## src/common/bmp_pkg.sv

```systemverilog
// How it works
// - mode field bits 7:5 shows the current mode, eight encodings, peripheral is 110
// - when the low mode bit is 1 writes to the mode field are ignored
// - special single chip or special test: mode writable, never to or from 110
// - normal single chip: top bit fixed, low two bits once, only to expanded
// - secure state blocks every write to the mode field
// - special to normal single chip leaves one write; to expanded or emulation none
// - mode register writes take effect one cycle after the write
// - peripheral mode: mode register inaccessible but holds its reset values
// - bit 3 internal visibility: once normal, never emulation, anytime special
// - bit 1 removes port K registers in expanded modes; fixed per mode otherwise
// - bit 0 removes port E registers in expanded or peripheral; special-only write
// - expanded and peripheral modes: registers not decoded, accesses echoed out
// - pull register read and write anytime while mapped
// - pulls act per port and only on pins that are inputs
// - pull bit 7 enables port K input pulls
// - pull bit 4 enables port E pins 7 and 4:0; pins 5 and 6 only in reset
// - pull bit 1 port B, bit 0 port A input pulls
package bmp_pkg;

  localparam logic [3:0] MODE_IDX = 4'hB;
  localparam logic [3:0] PULL_IDX = 4'hC;
  localparam logic [7:0] MODE_ADDR = {2'b00, MODE_IDX, 2'b00};
  localparam logic [7:0] PULL_ADDR = {2'b00, PULL_IDX, 2'b00};

  localparam logic [7:0] MODE_MASK = 8'hEB;
  localparam logic [7:0] PULL_MASK = 8'h93;
  localparam logic [7:0] PULL_RESET = 8'h00;
  localparam logic [7:0] PULL_E_RESET = 8'h60;

  localparam int MODE_LSB = 5;
  localparam int INTERNAL_VISIBILITY_BIT = 3;
  localparam int EMK_BIT = 1;
  localparam int EME_BIT = 0;
  localparam int PULL_K_BIT = 7;
  localparam int PULL_E_BIT = 4;
  localparam int PULL_B_BIT = 1;
  localparam int PULL_A_BIT = 0;

  localparam logic [2:0] M_SPEC_SC = 3'h0;
  localparam logic [2:0] M_EMU_NAR = 3'h1;
  localparam logic [2:0] M_SPEC_TEST = 3'h2;
  localparam logic [2:0] M_EMU_WIDE = 3'h3;
  localparam logic [2:0] M_NORM_SC = 3'h4;
  localparam logic [2:0] M_NORM_NAR = 3'h5;
  localparam logic [2:0] M_PERIPH = 3'h6;
  localparam logic [2:0] M_NORM_WIDE = 3'h7;

  localparam logic [7:0] MODE_RST [8] = '{8'h00, 8'h2B, 8'h48, 8'h6B,
                                          8'h80, 8'hA0, 8'hC0, 8'hE0};

  typedef struct packed {
    logic [7:0] k;
    logic [7:0] e;
    logic [7:0] b;
    logic [7:0] a;
  } bmp_port8_t;

  function automatic logic single_chip(input logic [2:0] m);
    return !m[0] && (m != M_PERIPH);
  endfunction

  function automatic logic special_mode(input logic [2:0] m);
    return !m[0] && !m[2];
  endfunction

endpackage

```

## src/verilog/bmp_regs.sv

```systemverilog
// Register access over AHB-Lite was left to the implementer.
`timescale 1ns/1ps
`default_nettype none
module bmp_regs (
  input wire logic hclk, // bus clock
  input wire logic hresetn, // async reset, active low
  input wire logic hsel, // slave select
  input wire logic [7:0] haddr, // byte address, low bits
  input wire logic [1:0] htrans, // transfer type
  input wire logic hwrite, // write when high
  input wire logic [2:0] hsize, // transfer size
  input wire logic [31:0] hwdata, // write data
  input wire logic hready, // bus ready
  output logic hreadyout, // always ready
  output logic [31:0] hrdata, // read data
  output logic hresp, // always okay
  input wire logic [2:0] mode_strap, // mode pins, caught after reset
  input wire logic secure_mode, // chip is secured
  input wire bmp_pkg::bmp_port8_t port_dir, // 1 = pin is output
  output bmp_pkg::bmp_port8_t pull_en, // per-pin pull enables
  output logic [2:0] mode_select_field, // current mode
  output logic internal_visibility, // internal cycles shown outside
  output logic port_k_regs_mapped, // port k data/dir on chip
  output logic port_e_regs_mapped, // port e data/dir on chip
  output logic regs_on_chip, // this bank decoded on chip
  output logic ext_echo // access passed to external bus
);

  logic boot_ff;
  logic [7:0] mode_ff, nxt_mode;
  logic [7:0] pull_reg_ff, nxt_pull_reg;
  logic done_ff, nxt_done;
  logic pend_ff;
  logic [7:0] pend_data_ff;
  logic dp_mode_wr_ff, dp_pull_wr_ff;
  logic [31:0] hrdata_ff;
  logic echo_ff, kmap_ff, emap_ff, onchip_ff;
  bmp_pkg::bmp_port8_t pull_ff, nxt_pull;

  logic take, hit_mode, hit_pull, on_chip;
  logic [2:0] cur, req;
  logic is_spec, is_emu, is_norm, mode_ok;

  assign take = hsel && hready && htrans[1];
  assign hit_mode = haddr == bmp_pkg::MODE_ADDR;
  assign hit_pull = haddr == bmp_pkg::PULL_ADDR;
  assign on_chip = bmp_pkg::single_chip(mode_ff[7:5]);
  assign cur = mode_ff[7:5];
  assign req = pend_data_ff[7:5];
  assign is_spec = bmp_pkg::special_mode(cur);
  assign is_emu = !cur[2] && cur[0];
  assign is_norm = cur[2] && (cur != bmp_pkg::M_PERIPH);

  // decides whether the mode field may take the pending value
  always_comb begin
    mode_ok = 1'b0;
    if (!secure_mode && !cur[0] && cur != bmp_pkg::M_PERIPH) begin
      if (is_spec) begin
        mode_ok = req != bmp_pkg::M_PERIPH;
      end else begin
        mode_ok = !done_ff && req[2] && req != bmp_pkg::M_PERIPH;
      end
    end
  end

  always_comb begin
    nxt_mode = mode_ff;
    nxt_done = done_ff;
    if (boot_ff) begin
      nxt_mode = bmp_pkg::MODE_RST[mode_strap];
      nxt_done = 1'b0;
    end else if (pend_ff) begin
      if (mode_ok) begin
        nxt_mode[7:5] = req;
      end
      if (is_spec || (is_norm && !done_ff)) begin
        nxt_mode[bmp_pkg::INTERNAL_VISIBILITY_BIT] = pend_data_ff[bmp_pkg::INTERNAL_VISIBILITY_BIT];
        nxt_mode[bmp_pkg::EMK_BIT] = pend_data_ff[bmp_pkg::EMK_BIT];
      end
      if (is_spec) begin
        nxt_mode[bmp_pkg::EME_BIT] = pend_data_ff[bmp_pkg::EME_BIT];
      end
      if (is_norm) begin
        nxt_done = 1'b1;
      end else if (is_spec && mode_ok) begin
        nxt_done = req != bmp_pkg::M_NORM_SC;
      end
    end
    nxt_mode = nxt_mode & bmp_pkg::MODE_MASK;
  end

  always_comb begin
    nxt_pull_reg = pull_reg_ff;
    if (dp_pull_wr_ff) begin
      nxt_pull_reg = hwdata[7:0] & bmp_pkg::PULL_MASK;
    end
  end

  // pulls only on input pins
  for (genvar i = 0; i < 8; i++) begin : g_pull
    assign nxt_pull.k[i] = nxt_pull_reg[bmp_pkg::PULL_K_BIT] && !port_dir.k[i];
    assign nxt_pull.b[i] = nxt_pull_reg[bmp_pkg::PULL_B_BIT] && !port_dir.b[i];
    assign nxt_pull.a[i] = nxt_pull_reg[bmp_pkg::PULL_A_BIT] && !port_dir.a[i];
    if (i == 5 || i == 6) begin : g_e_rst
      assign nxt_pull.e[i] = 1'b0;
    end else begin : g_e_sw
      assign nxt_pull.e[i] = nxt_pull_reg[bmp_pkg::PULL_E_BIT] && !port_dir.e[i];
    end
  end

  always_ff @(posedge hclk or negedge hresetn) begin
    if (!hresetn) begin
      boot_ff <= 1'b1;
      mode_ff <= 8'h00;
      done_ff <= 1'b0;
    end else begin
      boot_ff <= 1'b0;
      mode_ff <= nxt_mode;
      done_ff <= nxt_done;
    end
  end

  always_ff @(posedge hclk or negedge hresetn) begin
    if (!hresetn) begin
      pull_reg_ff <= bmp_pkg::PULL_RESET;
      pull_ff <= {8'h00, bmp_pkg::PULL_E_RESET, 8'h00, 8'h00};
    end else begin
      pull_reg_ff <= nxt_pull_reg;
      pull_ff <= nxt_pull;
    end
  end

  // write data is held one cycle before it reaches the mode register
  always_ff @(posedge hclk or negedge hresetn) begin
    if (!hresetn) begin
      pend_ff <= 1'b0;
      pend_data_ff <= 8'h00;
    end else begin
      pend_ff <= dp_mode_wr_ff;
      if (dp_mode_wr_ff) begin
        pend_data_ff <= hwdata[7:0];
      end
    end
  end

  always_ff @(posedge hclk or negedge hresetn) begin
    if (!hresetn) begin
      dp_mode_wr_ff <= 1'b0;
      dp_pull_wr_ff <= 1'b0;
      hrdata_ff <= 32'h0000_0000;
      echo_ff <= 1'b0;
    end else begin
      dp_mode_wr_ff <= take && hwrite && hit_mode && on_chip;
      dp_pull_wr_ff <= take && hwrite && hit_pull && on_chip;
      echo_ff <= take && (hit_mode || hit_pull) && !on_chip;
      if (take && !hwrite) begin
        if (on_chip && hit_mode) begin
          hrdata_ff <= {24'h00_0000, mode_ff};
        end else if (on_chip && hit_pull) begin
          hrdata_ff <= {24'h00_0000, pull_reg_ff};
        end else begin
          hrdata_ff <= 32'h0000_0000;
        end
      end
    end
  end

  always_ff @(posedge hclk or negedge hresetn) begin
    if (!hresetn) begin
      kmap_ff <= 1'b1;
      emap_ff <= 1'b1;
      onchip_ff <= 1'b1;
    end else begin
      onchip_ff <= bmp_pkg::single_chip(nxt_mode[7:5]);
      kmap_ff <= bmp_pkg::single_chip(nxt_mode[7:5]) ||
                 (nxt_mode[5] && !nxt_mode[bmp_pkg::EMK_BIT]);
      emap_ff <= bmp_pkg::single_chip(nxt_mode[7:5]) ||
                 !nxt_mode[bmp_pkg::EME_BIT];
    end
  end

  assign hreadyout = 1'b1;
  assign hresp = 1'b0;
  assign hrdata = hrdata_ff;
  assign pull_en = pull_ff;
  assign mode_select_field = mode_ff[7:5];
  assign internal_visibility = mode_ff[bmp_pkg::INTERNAL_VISIBILITY_BIT];
  assign port_k_regs_mapped = kmap_ff;
  assign port_e_regs_mapped = emap_ff;
  assign regs_on_chip = onchip_ff;
  assign ext_echo = echo_ff;
endmodule
`default_nettype wire

```

## config.mk

```make
export PLATFORM = sky130hd
export DESIGN_NAME = bmp_regs
export DESIGN_NICKNAME = d
export VERILOG_FILES = /design/src/common/bmp_pkg.sv /design/src/verilog/bmp_regs.sv
export SDC_FILE = /design/constraint.sdc
export NUM_CORES = 1
export LEC_CHECK = 0
export BUFFER_PORTS_ARGS = -buffer_cell sky130_fd_sc_hd__clkbuf_2
export CAP_MARGIN = 0
export CORE_MARGIN = 5
export CORE_UTILIZATION = 25
export CTS_CLUSTER_DIAMETER = 50
export CTS_CLUSTER_SIZE = 12
export DETAILED_ROUTE_END_ITERATION = 7
export PLACE_DENSITY = 0.5
export REMOVE_ABC_BUFFERS = 1
export SLEW_MARGIN = 20
export SYNTH_ARGS = -nofsm -noshare
export SYNTH_HDL_FRONTEND = slang
export SYNTH_SLANG_ARGS = --single-unit
```

## constraint.sdc

```tcl
create_clock -name hclk -period 3.73 [get_ports hclk]
set_input_delay 0.746 -clock hclk [delete_from_list [all_inputs] [get_ports hclk]]
set_output_delay 0.746 -clock hclk [all_outputs]
set_load 0.005 [all_outputs]
```

# Word level (Yosys, flattened, before mapping)
# Memory sizes are Yosys's and may differ from the RTL's.
# Cells that the tools add are included.
# totals
out_inout_bits	74
n_memories	1
in_bits	86
register_bits	91
word_cells	149
mem_bits_ro	64
# classes
n_eq_ne	6
n_lt_le_gt_ge	1
muxes	21
bitwise_logic	1
reduce_logical	101
# mem_list
name	words	width	rd	rd_ports_with_merged_regs	write_ports	line_no	source
(name not given)	8	8	1	0	0	bmp_regs.sv:70	nxt_mode = bmp_pkg::MODE_RST[mode_strap];
# op_table
cell	count
$logic_and 1x1->1	53
$logic_not 1->1	39
$mux 32	1
$mux 8	4
$eq 8x6->1 const B	2
$ne 3x3->1 const B	4
$mux 1	11
$mux 3	3
$ge 4x4->1 const B	1
$logic_or 1x1->1	4
$mux 2	2
$not 3->4	1
$reduce_and 2->1	2
$reduce_bool 2->1	2
$reduce_bool 3->1	1

# Depth between registers and ports, before layout
# Gate-level depths: netlist (run 1).
# depth
ltp_word	11
ltp_mapped	5

# Least setup slack after synthesis (run 1)
# No wires, ideal clock.
# synth_path
kind	input to register
start	input port haddr[0]
end	register hrdata_ff[6], in the netlist hrdata[6]
arrival_time_ns	1.805
slack_ns	1.833
cell_stages	5
path_cell_list	nand2b_1 or4_4 nor3_4 inv_2 o31ai_2
# synth_between
elab_chain_len	3
# synth_rtl
item	line_no	source
start, declared	bmp_regs.sv:8	input wire logic [7:0] haddr,
$eq 8x6->1	bmp_regs.sv:45	assign hit_mode = haddr == bmp_pkg::MODE_ADDR;
$logic_and 1x1->1	bmp_regs.sv:157	if (on_chip && hit_mode) begin
$mux 32	bmp_regs.sv:157	
end signal, assigned	bmp_regs.sv:158	hrdata_ff <= {24'h00_0000, mode_ff};
end signal, assigned	bmp_regs.sv:160	hrdata_ff <= {24'h00_0000, pull_reg_ff};
end, declared	bmp_regs.sv:36	logic [31:0] hrdata_ff;
# Every way passes these cells.
# A chain may end at the register's enable or synchronous reset.

# Worst setup path after layout (run 1)
# layout_path
start	register pull_ff (netlist bit pull_en[22])
end	output port pull_en[22] (netlist name)
# layout_lines
item	line_no	source
start, declared	bmp_regs.sv:38	bmp_pkg::bmp_port8_t pull_ff, nxt_pull;
start signal, assigned	bmp_regs.sv:126	pull_ff <= {8'h00, bmp_pkg::PULL_E_RESET, 8'h00, 8'h00};
start signal, assigned	bmp_regs.sv:129	pull_ff <= nxt_pull;
end, declared	bmp_regs.sv:20	output bmp_pkg::bmp_port8_t pull_en,
# No word-level cell between the ends.

==> flow_summary.json, run 1 <==
{
  "portBuffers": 101,
  "synthToLayoutAreaGrowth_pct": 26.9,
  "clock_sinks": 62,
  "n_antenna_cell": 0,
  "drt_iter0_drc": 41,
  "skew_ns": 0.00450,
  "htree_levels": 3,
  "timing.fmax_mhz": 512,
  "pre_cts_ws_ns": 1.62,
  "cpLargestDelayFamily": "flip-flops",
  "die_height_um": 112,
  "path_buf_inv": 1,
  "final_hold_viol_count": 0,
  "hold_class": "in -> async",
  "worstSetupStartpoint": "pull_en[22]",
  "die_area_um2": 12500,
  "final_util_pct": 32.1,
  "synth_top_area_share_pct": 56.3,
  "syn_area_um2": 2580,
  "place_hpwl_mm": 4.71,
  "cts_tree": "built",
  "drc": 0,
  "cp-start-kind": "register",
  "cts_buffer_depth": 2,
  "setup_tns_ns": 0,
  "synth_edf_count": 0,
  "end_kind": "primary output",
  "synth_xor_area_share_pct": 0,
  "layout_setup_ws_ns": 1.78,
  "wirelength_mm": 6.15,
  "slew_headroom_pct": 46.9,
  "num_rows": 37,
  "synth-compound-area-share_pct": 8.24,
  "post_cts_buffers": 0,
  "cts_resized": 0,
  "ant_nets": 0,
  "numCtsBuffers": 9,
  "via_per_inst": 3.93,
  "period_needed_ns": 1.95,
  "slowest_delay_ns": 0.71,
  "yosys.area_share.simple_pct": 13.8,
  "syn_avg_cell_area_um2": 11.5,
  "synth_fa_ha_area_share_pct": 0,
  "drv_cap": 0,
  "yosysMostFrequentCell": "dfrtp_1",
  "grt_usage_pct": 10.7,
  "leakagePower_uw": 0.00177,
  "grt_max_degree": 45,
  "yosysTopAreaCell": "dfrtp_1",
  "synth_top_family_by_area": "simple AND/OR/NAND/NOR gates",
  "setup_viol": 0,
  "initial_utilization_pct": 25.3,
  "cts.clk_slew.worst_paths_ns": 0.06,
  "cp.required_ns": 2.98,
  "async_flop_share_pct": 100,
  "timing.rr.start": "mode_ff[7]",
  "synth-main-ff-cell": "dfrtp_1",
  "drive_gt1_share_pct": 40.4,
  "dr.pass1.iters": 4,
  "grt-ovfl-total": 0,
  "path_cells": "clkbuf_2",
  "synth_common_cells": "dfrtp_1 (58), nor2_1 (39), buf_4 (32)",
  "arrival_ns": 1.21,
  "synth_area_leaders": "dfrtp_1 (56%), buf_4 (9.3%), nor2_1 (5.7%)",
  "timing.final.crit_share_pct": 52.4,
  "cts_root_buffer": "clkbuf_8",
  "coreArea_um2": 10200,
  "synth_seq_cells": 62,
  "cp_max_fo": 15,
  "gp_congestion": 0.728,
  "io_pins": 160,
  "status": "finished, final reports clean",
  "criticalPathCategory": "reg -> out",
  "nNetsFinal": 414,
  "tightestPinTransition_ns": 0.775,
  "wl_per_cell_um": 13.1,
  "power_density_nw_per_um2": 401,
  "grt_pass1_wl_mm": 10.4,
  "vdd_drop_max_v": 0.000116,
  "synth.area.mux_share_pct": 6.26,
  "rsz0062_at_grt": "false",
  "clk_latency_ns": 0.33,
  "vias": 1839,
  "cp_slowest_cell": "dfstp_2",
  "netlist_instances": 225,
  "yosysWarnings": 0,
  "ctsHoldBuffers": 0,
  "synth.distinct_cells": 50,
  "dieWidth_um": 112,
  "drv_slew": 0,
  "first_global_vias": 2085,
  "antenna_found_initial": 0,
  "synth-seq-area-share_pct": 60.3
}
## sequential cells by signal (all words and copies together) (netlist names)
| register | cells |
|---|---|
| pull_reg_ff | 4 |
| regs_on_chip | 1 |
| port_e_regs_mapped | 1 |
| hrdata | 7 |
| mode_ff | 6 |
| pend_ff | 1 |
| dp_mode_wr_ff | 1 |
| done_ff | 1 |
| pend_data_ff | 6 |
| dp_pull_wr_ff | 1 |
| pull_en | 31 |
| port_k_regs_mapped | 1 |
| ext_echo | 1 |
## worst paths after layout
| check | end | cells past startpoint | slack, ns |
|---|---|---|---|
| worst max-delay path | pull_en[22] | 1 | 1.78 |
| worst min-delay path | pull_en[23] | 1 | 0.34 |
| worst max register to register | port_k_regs_mapped | 5 | 1.92 |
| worst min register to register | hrdata[7] | 2 | 0.49 |
| max in group asynchronous | regs_on_chip | 2 | 2.47 |
| min in group hclk | hrdata[7] | 2 | 0.49 |
## power breakdown
part	leakage (uW)	internal, uW	switching (uW)
Clock	0.0000865	274	238
Combinational	0.000842	44.9	56.9
Sequential	0.000841	686	12.8
Total	0.00177	1000	308
## stage by stage
step | power [uW] | hold WS (ns) | area, um2 | std cells
after floorplan | 750 | 0.450 | 2420 | 215
after global placement | 814 | 0.472 | 3110 | 453
after detailed placement | 815 | 0.481 | 3110 | 453
after CTS | 1350 | 0.326 | 3270 | 468
after global routing | 1390 | 0.362 | 3270 | 468
final | 1310 | 0.341 | 3270 | 468
## cell usage in the layout (no fill, tap or decap), types with 2 or more instances in the layout
cell / n
nor2_1: 39
a22oi_1: 3
a21oi_1: 2
nand2b_1: 2
conb_1: 28
mux2i_1: 6
nor2b_1: 2
and2_1: 2
clkbuf_2: 100
clkbuf_1: 3
inv_1: 7
clkbuf_8: 11
mux2_2: 6
o21ai_1: 7
nand2_1: 13
dfstp_2: 4
nand3_1: 2
o21ai_0: 3
dfrtp_1: 58
## metal layers
layer	GRT usage, %	wire, um
met1	13.2	2620
met2	16.6	2850
met3	3.32	523
met4	6.33	156
met5	0	0
## cell type report
type                       count  area (um2)
sequential                    62        1560
clock buffer                  14         163
fill                        1097        6910
multi-input combinational    145         836
tap                          136         170
clock inverter                 1        5.00
timing repair buffer         102         513
inverter                       8        30.0
## kinds of logic after synthesis
family | Yosys count
mux | 14
compound gates | 29
flops | 62
other cells | 2
buf+inv | 44
simple gates | 74
Power figures use the tool's default switching activity.
==> run 2: changes to the inputs <==
==> constraint.sdc (replaced) <==
create_clock -name hclk -period 1.8 [get_ports hclk]
set_input_delay 0.36 -clock hclk [delete_from_list [all_inputs] [get_ports hclk]]
set_output_delay 0.36 -clock hclk [all_outputs]
set_load 0.005 [all_outputs]
==> flow_summary.json, run 2 (synthesis gave the netlist of run 1 again) <==
{
  "htree_levels": 3,
  "grt-ovfl-total": 0,
  "cp_max_fo": 7,
  "num_rows": 37,
  "grt_usage_pct": 10.3,
  "setup_tns_ns": 0,
  "cts_root_buffer": "clkbuf_8",
  "grt_pass1_wl_mm": 9.98,
  "clock_sinks": 62,
  "path_cells": "or2_4, a21oi_4, a31oi_1, or2_0, o221a_1",
  "coreArea_um2": 10200,
  "hold_slack_ns": 0.0275,
  "die_height_um": 112,
  "cp.required_ns": 2.06,
  "clk_latency_ns": 0.33,
  "crit_cells": 5,
  "dr.pass1.iters": 4,
  "timing.fmax_mhz": 599,
  "wl_met2_mm": 2.91,
  "timing.final.crit_share_pct": 92.7,
  "antenna_found_initial": 0,
  "criticalPathCategory": "reg -> reg",
  "post_cts_buffers": 0,
  "wl_met1_mm": 2.58,
  "nNetsFinal": 421,
  "status": "finished, final reports clean",
  "synthToLayoutAreaGrowth_pct": 30.9,
  "initial_utilization_pct": 25.3,
  "cpLargestDelayFamily": "compound AO/OA/AOI/OAI gates",
  "cts_tree": "built",
  "drive_gt1_share_pct": 41.8,
  "drv_slew": 0,
  "drc": 0,
  "final_common_cell": "clkbuf_2",
  "place_hpwl_mm": 4.67,
  "vias": 1895,
  "cp-start-kind": "register",
  "rsz0062_at_grt": "false",
  "final_util_pct": 33.2,
  "period_needed_ns": 1.67,
  "leakagePower_uw": 0.00182,
  "cts_buffer_depth": 2,
  "skew_ns": 0.0106,
  "hold_class": "in -> async",
  "n_antenna_cell": 0,
  "numCtsBuffers": 9,
  "path_buf_inv": 0,
  "final_hold_viol_count": 0,
  "fillers": 1053,
  "layout_common_cells": "clkbuf_2 (100), dfrtp_1 (58), nor2_1 (39)",
  "slowest_delay_ns": 0.47,
  "die_area_um2": 12500,
  "grt_max_degree": 63,
  "vdd_drop_max_v": 0.000299,
  "largest_reg_flops": 31,
  "end_kind": "register",
  "portBuffers": 101,
  "ant_nets": 0,
  "gp_congestion": 0.733,
  "dieWidth_um": 112,
  "wl_per_cell_um": 12.9,
  "rr_worst_depth": 5,
  "cts.clk_slew.worst_paths_ns": 0.07,
  "layout_setup_ws_ns": 0.131,
  "power_density_nw_per_um2": 871,
  "drt_iter0_drc": 56,
  "top_layer": "met4",
  "arrival_ns": 1.93,
  "cp_slowest_cell": "dfrtp_1",
  "first_global_vias": 1999,
  "wirelength_mm": 6.13,
  "pre_cts_ws_ns": 0.106,
  "drv_cap": 0,
  "io_pins": 160,
  "via_per_inst": 3.98,
  "setup_viol": 0,
  "ctsHoldBuffers": 0,
  "met3_length_um": 522,
  "cts_resized": 0
}
[run 2: cell count changes in the layout (fill, tap and decap cells not counted)]
cell       before  now
buf_4           1    7
buf_12          0    1
bufinv_16       0    1
clkbuf_8       11   12
clkinv_2        1    0
[run 2: path summary, 6_finish.rpt]
kind | start | slack [ns] | endpoint
min in group hclk | port_dir[31] | 0.17 | pull_en[31]
worst min register to register | hrdata[6] | 0.48 | hrdata[6]
max in group asynchronous | hresetn | 1.46 | regs_on_chip
worst min-delay path | hresetn | 0.03 | pull_en[16]
worst max register to register | mode_ff[7] | 0.13 | port_k_regs_mapped
worst max-delay path | mode_ff[7] | 0.13 | port_k_regs_mapped
[run 2: power by group]
group,internal [uW],switching [uW],total (uW)
clock,757,515,1270
sequential,1420,23.7,1450
combinational,104,122,225
total,2280,660,2940
[run 2: cell type report]
cell class	count	area [um2]	share of cell area (%)
clock buffer	15	176	5.22
inverter	8	30.0	0.889
clock inverter	1	30.0	0.889
sequential	62	1560	46.1
tap	136	170	5.04
multi-input combinational	145	836	24.7
timing repair buffer	109	578	17.1
[run 2: routing by layer]
metal  GRT usage, %  up-vias
met5              0        -
met4           5.11        0
met3           3.42       11
met2           16.5       82
met1           12.4      897
li1               -      905
[run 2: stage by stage]
step | power (uW) | cells | cell area [um2]
3_3_place_gp | 1700 | 460 | 3170
6_report | 2940 | 476 | 3380
3_5_place_dp | 1700 | 460 | 3170
4_1_cts | 3020 | 476 | 3380
5_1_grt | 3110 | 476 | 3380
2_1_floorplan | 1550 | 215 | 2420
[run 2: worst reg2reg max path, delay by kind of cell (launching register included)]
family,cells,cell delay [ns]
compound gates,3,0.58
simple gates,2,0.55
flops,1,0.47
==> run 3: changes to the inputs <==
--- a/config.mk
+++ b/config.mk
@@ -7,13 +7,13 @@
 export LEC_CHECK = 0
 export BUFFER_PORTS_ARGS = -buffer_cell sky130_fd_sc_hd__clkbuf_2
 export CAP_MARGIN = 0
-export CORE_MARGIN = 5
 export CORE_UTILIZATION = 25
 export CTS_CLUSTER_DIAMETER = 50
 export CTS_CLUSTER_SIZE = 12
 export DETAILED_ROUTE_END_ITERATION = 7
 export PLACE_DENSITY = 0.5
 export REMOVE_ABC_BUFFERS = 1
+export SKIP_LAST_GASP = 1
 export SLEW_MARGIN = 20
 export SYNTH_ARGS = -nofsm -noshare
 export SYNTH_HDL_FRONTEND = slang
==> flow_summary.json, run 3 (synthesis gave the netlist of run 1 again) <==
{
  "status": "finished, final reports clean",
  "rsz0062_at_grt": "false",
  "numCtsBuffers": 9,
  "layout_common_cells": "clkbuf_2 (100), dfrtp_1 (57), nor2_1 (39)",
  "clk_latency_ns": 0.33,
  "wl_per_cell_um": 12.5,
  "cts.clk_slew.worst_paths_ns": 0.08,
  "leakagePower_uw": 0.00186,
  "skew_ns": 0.0113,
  "timing.final.crit_share_pct": 93.3,
  "final_common_cell": "clkbuf_2",
  "io_pins": 160,
  "grt_pass1_wl_mm": 9.82,
  "cts_tree": "built",
  "htree_levels": 3,
  "clock_sinks": 62,
  "drt_iter0_drc": 38,
  "antenna_found_initial": 0,
  "coreArea_um2": 9910,
  "nNetsFinal": 424,
  "initial_utilization_pct": 26.0,
  "cp_slowest_cell": "dfrtp_1",
  "end_kind": "register",
  "setup_viol": 0,
  "setup_tns_ns": 0,
  "path_buf_inv": 0,
  "tightestPinTransition_ns": 0.544,
  "final_hold_viol_count": 0,
  "r2r_slack_ns": 0.12,
  "dieWidth_um": 104,
  "die_area_um2": 10700,
  "vdd_drop_max_v": 0.000438,
  "place_area_um2": 3190,
  "timing.fmax_mhz": 595,
  "criticalPathCategory": "reg -> reg",
  "place_hpwl_mm": 4.51,
  "cts_buffer_depth": 2,
  "die_height_um": 104,
  "vias": 1932,
  "hold_class": "in -> reg",
  "drv_cap": 0,
  "period_needed_ns": 1.68,
  "fin_cells": 476,
  "drive_gt1_share_pct": 42.6,
  "cp_max_fo": 8,
  "largest_reg_flops": 31,
  "first_global_vias": 1989,
  "slowest_delay_ns": 0.47,
  "portBuffers": 101,
  "slew_headroom_pct": 63.7,
  "arrival_ns": 1.94,
  "drc": 0,
  "path_cells": "or2_4, a21oi_4, a31oi_1, or2_0, o221a_1",
  "grt_max_degree": 23,
  "n_antenna_cell": 0,
  "wirelength_mm": 5.93,
  "synthToLayoutAreaGrowth_pct": 33.9,
  "cp-start-kind": "register",
  "num_rows": 36,
  "ant_nets": 0,
  "dr.pass1.iters": 4,
  "cp.required_ns": 2.06,
  "drv_slew": 0,
  "grt-ovfl-total": 0,
  "via_per_inst": 4.06,
  "fin_area_um2": 3450,
  "cts_root_buffer": "clkbuf_8",
  "power_density_nw_per_um2": 931,
  "grt_usage_pct": 12.0,
  "gp_congestion": 0.788,
  "cpLargestDelayFamily": "compound AO/OA/AOI/OAI gates",
  "dp_cells": 459
}
[run 3: layer usage]
layer	vias to the layer above	track usage, %	wire (um)
li1	910	-	-
met1	927	14.1	2520
met2	88	19.2	2860
met3	7	4.72	456
met4	0	5.59	95
met5	-	0	0
[run 3: report_power, final]
part | switching, uW | internal, uW | total [uW]
logic | 128 | 111 | 238
clock network | 536 | 998 | 1530
registers | 22.6 | 1420 | 1440
[run 3: per-stage QoR]
step           total power (uW)  hold slack (ns)  util (%)  setup slack, ns
6_report                   3220            0.161      34.9            0.120
5_1_grt                    3380            0.137      34.9         0.000345
4_1_cts                    3280            0.139      34.8            0.103
3_5_place_dp               1710            0.372      32.2           0.0733
3_3_place_gp               1710            0.375      32.2            0.105
2_1_floorplan              1550           0.0644         -            0.279
[run 3: what timing repair did]
action,in CTS,in global routing
buffers inserted,0,0
gates resized for setup,0,1
hold buffers,1,0
endpoints found under the hold margin,2,0
setup endpoints to repair,0,1
[run 3: layout make-up]
class / count / area [um2]
fill: 1045 / 6450
sequential: 62 / 1560
multi-input combinational: 145 / 836
timing repair buffer: 112 / 616
tap: 133 / 166
clock buffer: 13 / 159
clock inverter: 3 / 90.1
inverter: 8 / 30.0
[run 3: path summary, 6_finish.rpt]
check	from	to	cells past startpoint
setup / recovery	mode_ff[5]	port_k_regs_mapped	5
setup reg to reg	mode_ff[5]	port_k_regs_mapped	5
hold reg to reg	hrdata[6]	hrdata[6]	2
max in group asynchronous	hresetn	regs_on_chip	3
min in group asynchronous	hresetn	pull_en[4]	2
hold / removal	port_dir[11]	pull_en[11]	2
